### config.mk
export PLATFORM = sky130hd
export DESIGN_NAME = eiw_top
export DESIGN_NICKNAME = d
export VERILOG_FILES = /design/src/eiw_pkg.sv /design/src/eiw_edge_detect.sv /design/src/eiw_shadow_bank.sv /design/src/eiw_top.sv
export VERILOG_INCLUDE_DIRS = /design/src /design/src/src
export SDC_FILE = /design/constraint.sdc
export NUM_CORES = 1
export LEC_CHECK = 0
export BUFFER_PORTS_ARGS = -buffer_cell sky130_fd_sc_hd__buf_2
export CAP_MARGIN = 10
export CORE_MARGIN = 10
export CORE_UTILIZATION = 51
export DETAILED_ROUTE_END_ITERATION = 16
export PLACE_DENSITY = 0.91
export SKIP_LAST_GASP = 1
export SYNTH_ARGS = -nofsm -noshare
export SYNTH_HDL_FRONTEND = slang
export SYNTH_SLANG_ARGS = --single-unit
### constraint.sdc
create_clock -name clk_i -period 2.7 [get_ports clk_i]
set_clock_uncertainty 0.05 [all_clocks]
set_input_delay 0.27 -clock clk_i [delete_from_list [all_inputs] [get_ports clk_i]]
set_output_delay 0.27 -clock clk_i [all_outputs]
set_load 0.01 [all_outputs]
### src/eiw_params.svh
`ifndef EIW_PARAMS_SVH
`define EIW_PARAMS_SVH

// register byte addresses
`define EIW_OFS_CTRL 8'h00
`define EIW_OFS_FLAG 8'h04
`define EIW_OFS_CORE 8'h08
`define EIW_OFS_EVT_STATUS 8'h0c
`define EIW_OFS_EVT_MASK 8'h10
`define EIW_OFS_SHADOW_BASE 8'h80
`define EIW_SHADOW_BANK 31

// control register fields
`define EIW_CTRL_GIE_BIT 0
`define EIW_CTRL_EXT_EN_BIT 1
`define EIW_CTRL_EDGE_BIT 2
`define EIW_CTRL_PERIPH_LSB 8

// flag register field
`define EIW_FLAG_EXT_BIT 0

// core state register fields
`define EIW_CORE_HALT_BIT 0
`define EIW_CORE_HANDLER_BIT 1
`define EIW_CORE_STEP_BIT 2

// event status and mask fields
`define EIW_EVT_EDGE_BIT 0
`define EIW_EVT_WAKE_BIT 1
`define EIW_EVT_ENTRY_BIT 2
`define EIW_EVT_RETURN_BIT 3
`define EIW_EVT_W 4

// reset values
`define EIW_GIE_RST 1'b0
`define EIW_EXT_EN_RST 1'b0
`define EIW_EDGE_RST 1'b1
`define EIW_EVT_MASK_RST 4'h0

// status bits that go into the shadow copy
`define EIW_STATUS_SAVE_MASK 8'he7

// shadow bank size in bytes
`define EIW_SHADOW_N 8

`endif

### src/eiw_pkg.sv
package eiw_pkg;

	// context bytes, index 0 (w) at the top
	typedef struct packed {
		logic [7:0] w;
		logic [7:0] status;
		logic [7:0] bank_select_reg;
		logic [7:0] fsr0l;
		logic [7:0] fsr0h;
		logic [7:0] fsr1l;
		logic [7:0] fsr1h;
		logic [7:0] pc_high_latch;
	} eiw_ctx_type;

	typedef enum logic [1:0] {
		ST_RUN,
		ST_HALT,
		ST_WAKE_STEP,
		ST_HANDLER
	} eiw_state_type;

endpackage

### src/eiw_edge_detect.sv
`timescale 1ns/1ps
module eiw_edge_detect (
	input wire logic clk_i,
	input wire logic rst_i,
	input wire logic pin_i,
	input wire logic rise_sel_i,
	output logic edge_o
);
	logic prev_q;
	logic valid_q;

	// first sample after reset is only a reference, never an edge
	always_ff @(posedge clk_i) begin
		if (rst_i) begin
			prev_q <= 1'b0;
			valid_q <= 1'b0;
		end else begin
			prev_q <= pin_i;
			valid_q <= 1'b1;
		end
	end

	assign edge_o = valid_q & (rise_sel_i ? (pin_i & ~prev_q)
		: (~pin_i & prev_q));

endmodule // eiw_edge_detect

### src/eiw_shadow_bank.sv
`timescale 1ns/1ps
`include "eiw_params.svh"
module eiw_shadow_bank
	import eiw_pkg::*;
(
	input wire logic clk_i,
	input wire logic rst_i,
	input wire logic save_i,
	input eiw_ctx_type save_ctx_i,
	input wire logic wr_i,
	input wire logic [2:0] wr_idx_i,
	input wire logic [7:0] wr_byte_i,
	output eiw_ctx_type shadow_o
);
	logic [7:0] mem_q [`EIW_SHADOW_N];

	genvar i;
	generate
		for (i = 0; i < `EIW_SHADOW_N; i++) begin : g_byte
			// entry copy wins over a software write
			always_ff @(posedge clk_i) begin
				if (rst_i) begin
					mem_q[i] <= 8'h00;
				end else if (save_i) begin
					mem_q[i] <= save_ctx_i[63-8*i -: 8];
				end else if (wr_i && wr_idx_i == 3'(i)) begin
					mem_q[i] <= wr_byte_i;
				end
			end
			assign shadow_o[63-8*i -: 8] = mem_q[i];
		end
	endgenerate

endmodule // eiw_shadow_bank

### src/eiw_top.sv
`timescale 1ns/1ps
`include "eiw_params.svh"
module eiw_top
	import eiw_pkg::*;
#(
	parameter int PC_W = 15,
	parameter int PERIPH_N = 8,
	parameter logic [7:0] CLOCKLESS_MASK = 8'h01
) (
	input wire logic clk_i,
	input wire logic rst_i,
	input wire logic wb_cyc_i,
	input wire logic wb_stb_i,
	input wire logic wb_we_i,
	input wire logic [7:0] wb_adr_i,
	input wire logic [3:0] wb_sel_i,
	input wire logic [31:0] wb_dat_i,
	output logic [31:0] wb_dat_o,
	output logic wb_ack_o,
	input wire logic ext_pin_i,
	input wire logic [PERIPH_N-1:0] periph_irq_i,
	input wire logic halt_i,
	input wire logic instr_done_i,
	input wire logic ret_i,
	input wire logic [PC_W-1:0] pc_i,
	input eiw_ctx_type live_ctx_i,
	output logic core_sleep_o,
	output logic wake_o,
	output logic vector_o,
	output logic push_o,
	output logic [PC_W-1:0] push_pc_o,
	output logic restore_o,
	output eiw_ctx_type restore_ctx_o,
	output logic irq_o
);
	generate
		if (PC_W < 8 || PC_W > 16) begin : g_bad_pc
			$error("eiw_top: PC_W must be 8 to 16");
		end
		if (PERIPH_N < 1 || PERIPH_N > 8) begin : g_bad_periph
			$error("eiw_top: PERIPH_N must be 1 to 8");
		end
	endgenerate

	eiw_state_type state_q, state_d;
	logic gie_q, ext_en_q, edge_sel_q, flag_q, ack_q;
	logic [PERIPH_N-1:0] periph_en_q;
	logic [`EIW_EVT_W-1:0] evt_status_q, evt_mask_q, evt_set;
	logic [31:0] dat_q, rd_data;
	logic wake_q, vector_q, push_q, restore_q;
	logic [PC_W-1:0] push_pc_q;
	eiw_ctx_type restore_ctx_q, shadow_ctx, save_ctx;
	logic ext_edge, req, wr_en, rd_en, shadow_hit, shadow_wr;
	logic [2:0] shadow_idx;
	logic ext_pending, periph_pending, wake_cond, entry_go, ret_go, flag_clr;

	// bus decode; writes and read-clears act on the ack edge
	assign req = wb_cyc_i & wb_stb_i;
	assign wr_en = req & wb_we_i & ack_q & wb_sel_i[0];
	assign rd_en = req & ~wb_we_i & ack_q;
	assign shadow_hit = wb_adr_i[7] & (wb_adr_i[6:5] == 2'b00)
		& (wb_adr_i[1:0] == 2'b00);
	assign shadow_idx = wb_adr_i[4:2];
	assign shadow_wr = wr_en & shadow_hit;

	always_ff @(posedge clk_i) begin
		if (rst_i) begin
			ack_q <= 1'b0;
		end else begin
			ack_q <= req & ~ack_q;
		end
	end

	eiw_edge_detect u_edge (
		.clk_i(clk_i),
		.rst_i(rst_i),
		.pin_i(ext_pin_i),
		.rise_sel_i(edge_sel_q),
		.edge_o(ext_edge)
	);

	// status keeps the two power bits out
	always_comb begin
		save_ctx = live_ctx_i;
		save_ctx.status = live_ctx_i.status & `EIW_STATUS_SAVE_MASK;
	end

	eiw_shadow_bank u_shadow (
		.clk_i(clk_i),
		.rst_i(rst_i),
		.save_i(entry_go),
		.save_ctx_i(save_ctx),
		.wr_i(shadow_wr),
		.wr_idx_i(shadow_idx),
		.wr_byte_i(wb_dat_i[7:0]),
		.shadow_o(shadow_ctx)
	);

	assign ext_pending = flag_q & ext_en_q;
	assign periph_pending = |(periph_irq_i & periph_en_q);
	assign wake_cond = ext_pending
		| (|(periph_irq_i & periph_en_q & CLOCKLESS_MASK[PERIPH_N-1:0]));
	assign flag_clr = wr_en & (wb_adr_i == `EIW_OFS_FLAG)
		& wb_dat_i[`EIW_FLAG_EXT_BIT];

	// entry only on an instruction boundary
	always_comb begin
		entry_go = 1'b0;
		if (gie_q && (ext_pending || periph_pending) && instr_done_i) begin
			entry_go = (state_q == ST_RUN) || (state_q == ST_WAKE_STEP);
		end
	end
	assign ret_go = (state_q == ST_HANDLER) & ret_i;

	always_comb begin
		state_d = state_q;
		unique case (state_q)
			ST_RUN: begin
				if (entry_go) begin
					state_d = ST_HANDLER;
				end else if (halt_i) begin
					state_d = ST_HALT;
				end
			end
			ST_HALT: begin
				if (wake_cond) begin
					state_d = ST_WAKE_STEP;
				end
			end
			ST_WAKE_STEP: begin
				if (entry_go) begin
					state_d = ST_HANDLER;
				end else if (instr_done_i) begin
					state_d = ST_RUN;
				end
			end
			ST_HANDLER: begin
				if (ret_i) begin
					state_d = ST_RUN;
				end
			end
		endcase
	end

	always_ff @(posedge clk_i) begin
		if (rst_i) begin
			state_q <= ST_RUN;
		end else begin
			state_q <= state_d;
		end
	end

	// flag sticky, a new edge wins over the clear
	always_ff @(posedge clk_i) begin
		if (rst_i) begin
			flag_q <= 1'b0;
		end else if (ext_edge) begin
			flag_q <= 1'b1;
		end else if (flag_clr) begin
			flag_q <= 1'b0;
		end
	end

	// control register; entry and return override software
	always_ff @(posedge clk_i) begin
		if (rst_i) begin
			gie_q <= `EIW_GIE_RST;
			ext_en_q <= `EIW_EXT_EN_RST;
			edge_sel_q <= `EIW_EDGE_RST;
			periph_en_q <= '0;
		end else begin
			if (wr_en && wb_adr_i == `EIW_OFS_CTRL) begin
				gie_q <= wb_dat_i[`EIW_CTRL_GIE_BIT];
				ext_en_q <= wb_dat_i[`EIW_CTRL_EXT_EN_BIT];
				edge_sel_q <= wb_dat_i[`EIW_CTRL_EDGE_BIT];
				if (wb_sel_i[1]) begin
					periph_en_q <=
						wb_dat_i[`EIW_CTRL_PERIPH_LSB +: PERIPH_N];
				end
			end
			if (entry_go) begin
				gie_q <= 1'b0;
			end else if (ret_go) begin
				gie_q <= 1'b1;
			end
		end
	end

	// event status: set wins over read-clear
	assign evt_set = {ret_go, entry_go, wake_q, ext_edge};
	always_ff @(posedge clk_i) begin
		if (rst_i) begin
			evt_status_q <= '0;
		end else if (rd_en && wb_adr_i == `EIW_OFS_EVT_STATUS) begin
			evt_status_q <= evt_set;
		end else begin
			evt_status_q <= evt_status_q | evt_set;
		end
	end

	always_ff @(posedge clk_i) begin
		if (rst_i) begin
			evt_mask_q <= `EIW_EVT_MASK_RST;
		end else if (wr_en && wb_adr_i == `EIW_OFS_EVT_MASK) begin
			evt_mask_q <= wb_dat_i[`EIW_EVT_W-1:0];
		end
	end

	// core-facing pulses
	always_ff @(posedge clk_i) begin
		if (rst_i) begin
			wake_q <= 1'b0;
			vector_q <= 1'b0;
			push_q <= 1'b0;
			push_pc_q <= '0;
			restore_q <= 1'b0;
			restore_ctx_q <= '0;
		end else begin
			wake_q <= (state_q == ST_HALT) & wake_cond;
			// return address goes to the stack
			vector_q <= entry_go;
			push_q <= entry_go;
			if (entry_go) begin
				push_pc_q <= pc_i;
			end
			// restore from shadow, handler edits are lost
			restore_q <= ret_go;
			if (ret_go) begin
				restore_ctx_q <= shadow_ctx;
			end
		end
	end

	// read mux
	always_comb begin
		rd_data = 32'h0000_0000;
		if (shadow_hit) begin
			rd_data[7:0] = shadow_ctx[63-8*shadow_idx -: 8];
		end else begin
			unique case (wb_adr_i)
				`EIW_OFS_CTRL: begin
					rd_data[`EIW_CTRL_GIE_BIT] = gie_q;
					rd_data[`EIW_CTRL_EXT_EN_BIT] = ext_en_q;
					rd_data[`EIW_CTRL_EDGE_BIT] = edge_sel_q;
					rd_data[`EIW_CTRL_PERIPH_LSB +: 8] = 8'(periph_en_q);
				end
				`EIW_OFS_FLAG: begin
					rd_data[`EIW_FLAG_EXT_BIT] = flag_q;
				end
				`EIW_OFS_CORE: begin
					rd_data[`EIW_CORE_HALT_BIT] = state_q == ST_HALT;
					rd_data[`EIW_CORE_HANDLER_BIT] = state_q == ST_HANDLER;
					rd_data[`EIW_CORE_STEP_BIT] = state_q == ST_WAKE_STEP;
				end
				`EIW_OFS_EVT_STATUS: begin
					rd_data[`EIW_EVT_W-1:0] = evt_status_q;
				end
				`EIW_OFS_EVT_MASK: begin
					rd_data[`EIW_EVT_W-1:0] = evt_mask_q;
				end
				default: begin
					rd_data = 32'h0000_0000;
				end
			endcase
		end
	end

	// data captured with the ack so it stands while ack is high
	always_ff @(posedge clk_i) begin
		if (rst_i) begin
			dat_q <= 32'h0000_0000;
		end else if (req && !ack_q) begin
			dat_q <= rd_data;
		end
	end

	assign wb_ack_o = ack_q;
	assign wb_dat_o = dat_q;
	assign core_sleep_o = state_q == ST_HALT;
	assign wake_o = wake_q;
	assign vector_o = vector_q;
	assign push_o = push_q;
	assign push_pc_o = push_pc_q;
	assign restore_o = restore_q;
	assign restore_ctx_o = restore_ctx_q;
	assign irq_o = |(evt_status_q & evt_mask_q);
endmodule // eiw_top

==> results.cfg <==
[outcome]
run_status = finished, final reports clean

[drt]
antenna_left = 0
via_per_inst = 5.81
drc = 0
first_pass_iters = 6
wire_per_inst_um = 20.4
drt_iter0_drc = 907
num_vias = 7736
wirelength_um = 27200

[timing]
worst_slack_ns = 0.311
hold_viol_final = 0
fmax_mhz = 419
hold_slack_ns = 0.0184
setup_viol = 0
period_minus_slack_ns = 2.39
maxSlewViolCount = 0
rsz0062_at_grt = false
worst_pin_slew_ns = 0.714
relSlewSlack = 0.524
setup_tns_ns = 0
post-route-period-util = 0.885

[floorplan]
die_area_sq_mm = 0.0215
rows = 46
die_w_um = 147
start_util = 0.518
io-pin-count = 258
dieHeight_um = 147
core_sq_mm = 0.0158

[yosys]
ys_seq_elements = 187
synth_edf_count = 64
ys_seq_area_frac = 0.535
synth_top_cell_area_share = 0.300
ys_top_cells_by_area = dfxtp_1 30%, edfxtp_1 23%, nand2_1 11%, a21oi_1 9.3%, mux4_2 4.4%
synth_cell_type_count = 47
ys.flop_type = dfxtp_1
yosys.area.top_type = dfxtp_1
synthesis.area_sq_mm = 0.00820
ys_warn_count = 0
synth_area_per_cell_sq_um = 9.00
synth-async-reset-ratio = 0
syn_inst = 911

[placed_design]
placed_cell_area_sq_mm = 0.00944
dp_hpwl_um = 19900
routabilityCongestion = 0.977
port_buffers = 221
dp.cells = 1296
place_ws_ns = 0.307

[critical_path]
cp-end-kind = flop
rrSetupSlack_ns = 0.31
cp-start-kind = flop
crit_type = reg -> reg
r2r_start = periph_en_q[5]
required_ns = 2.77
critPathArrivalTime_ns = 2.46
rr_worst_depth = 4
critPathLaunch = periph_en_q[5]
r2r-end = u_shadow.mem_q[2][4]
cp_max_fo = 24

[hold_path]
worstHoldPathCells = 3
hold_start = pc_i[0]
whs_endpoint = push_pc_o[0]
holdCritPathClass = in -> reg

[global_routing]
grt_pass1_vias = 7580
grt_util_all_layers = 0.243
grt_max_degree = 66
antenna_found_initial = 5
overflow = 0
grt_pass1_wl_um = 41800

[power]
power_density_mw_per_mm2 = 576
p_leak_nw = 3.95
vdd_ir_drop_max_mv = 0.460

[layout]
fin_cells = 1331
num-fill-cells = 1285
area_growth_pct = 21.9
drive_gt1_frac = 0.278
finalNetCount = 1239
stdcell_area_sq_mm = 0.0100

[clocking]
holdBufCountCts = 0
clk_pin_slew_ns = 0.07
cts.sink_count = 187
cts_tree = done
cts_max_level = 4
post-cts-setup-buffer-count = 0
cts_root_buf = clkbuf_16
insertion_delay_ns = 0.43
clockBufferDepth = 2
cts_buffers = 17
cts-resized-gates = 0

[job]
maxCapViolCount = 0
==> cell type report <==
class | count | area [sq um] | area share
inverter | 7 | 26.3 | 0.00263
sequential | 187 | 4380 | 0.439
clock inverter | 13 | 116 | 0.0116
multi-input combinational | 638 | 3420 | 0.342
clock buffer | 19 | 433 | 0.0433
antenna | 3 | 7.51 | 0.000751
tap | 216 | 270 | 0.0270
timing repair buffer | 248 | 1340 | 0.134
==> synthesized netlist by cell type, types with 12 or more instances <==
cell      instances
buf_1            12
edfxtp_1         64
clkbuf_1         60
buf_4            17
mux2i_1          18
a21oi_1         153
a22oi_1          14
o21ai_0          12
nor2_1           36
nand2_1         244
nand3_1          70
mux4_2           16
dfxtp_1         123
==> critical path, stage by stage, from the launching register on <==
cell      delay (ns)
dfxtp_1         0.34
a222oi_1        0.41
nand4_1         0.18
and4b_2         0.47
or3_1           0.62
==> metrics by stage <==
stage          power (W)  utilization
2_1_floorplan    0.00326            -
4_1_cts          0.00577        0.631
6_report         0.00576        0.632
3_5_place_dp     0.00343        0.596
3_3_place_gp     0.00342        0.596
5_1_grt          0.00592        0.631
==> flip-flops by register name, summed over array words and instances (netlist names), 2 cells and up <==
| register | flops |
|---|---|
| u_shadow.mem_q | 64 |
| restore_ctx_o | 64 |
| evt_status_q | 4 |
| state_q | 2 |
| periph_en_q | 8 |
| push_pc_o | 15 |
| evt_mask_q | 4 |
| wb_dat_o | 16 |
==> how the worst max path moves through the flow <==
stage,slack [ns],to,cells after the start
after floorplan,0.40,u_shadow.mem_q[3][0],5
after global placement,0.37,u_shadow.mem_q[2][4],5
after detailed placement,0.31,u_shadow.mem_q[2][4],5
after CTS,0.34,u_shadow.mem_q[1][5],4
after global routing,0.18,u_shadow.mem_q[0][8],5
final,0.31,u_shadow.mem_q[2][4],4
==> placed cells by master, fill, tap and decap left out, drive strengths merged, types with 12 or more instances in the layout <==
| cell type | netlist | routed |
|---|---|---|
| mux4 | 16 | 16 |
| buf | 34 | 248 |
| nor2 | 36 | 36 |
| nand2 | 244 | 244 |
| a21oi | 153 | 153 |
| nand3 | 70 | 70 |
| clkbuf | 60 | 19 |
| mux2i | 18 | 18 |
| edfxtp | 64 | 64 |
| dfxtp | 123 | 123 |
| conb | 1 | 16 |
| a22oi | 14 | 14 |
| o21ai | 12 | 12 |
==> cell families (layout without fill, tap and decap cells) <==
group / Yosys count / in the layout / share of synthesized area
and+or+nand+nor: 397 / 397 / 0.217
buffers and inverters: 101 / 287 / 0.0556
AOI/OAI and AO/OA: 191 / 191 / 0.126
other: 1 / 19 / 0.000457
DFF: 187 / 187 / 0.535
muxes: 34 / 34 / 0.0659
==> metal layers <==
metal,part of all wire,GRT usage,wire (um),vias up
li1,-,-,-,3522
met1,0.35,0.278,9490,3610
met2,0.48,0.401,13000,499
met3,0.13,0.0845,3530,99
met4,0.040,0.112,1090,6
met5,0.0015,0,42,-
==> power by group <==
group	internal, W	total, W	switching [W]
clock network	0.00128	0.00238	0.00110
logic	0.000145	0.000388	0.000243
registers	0.00295	0.00299	0.0000399
Power figures use the tool's default switching activity.
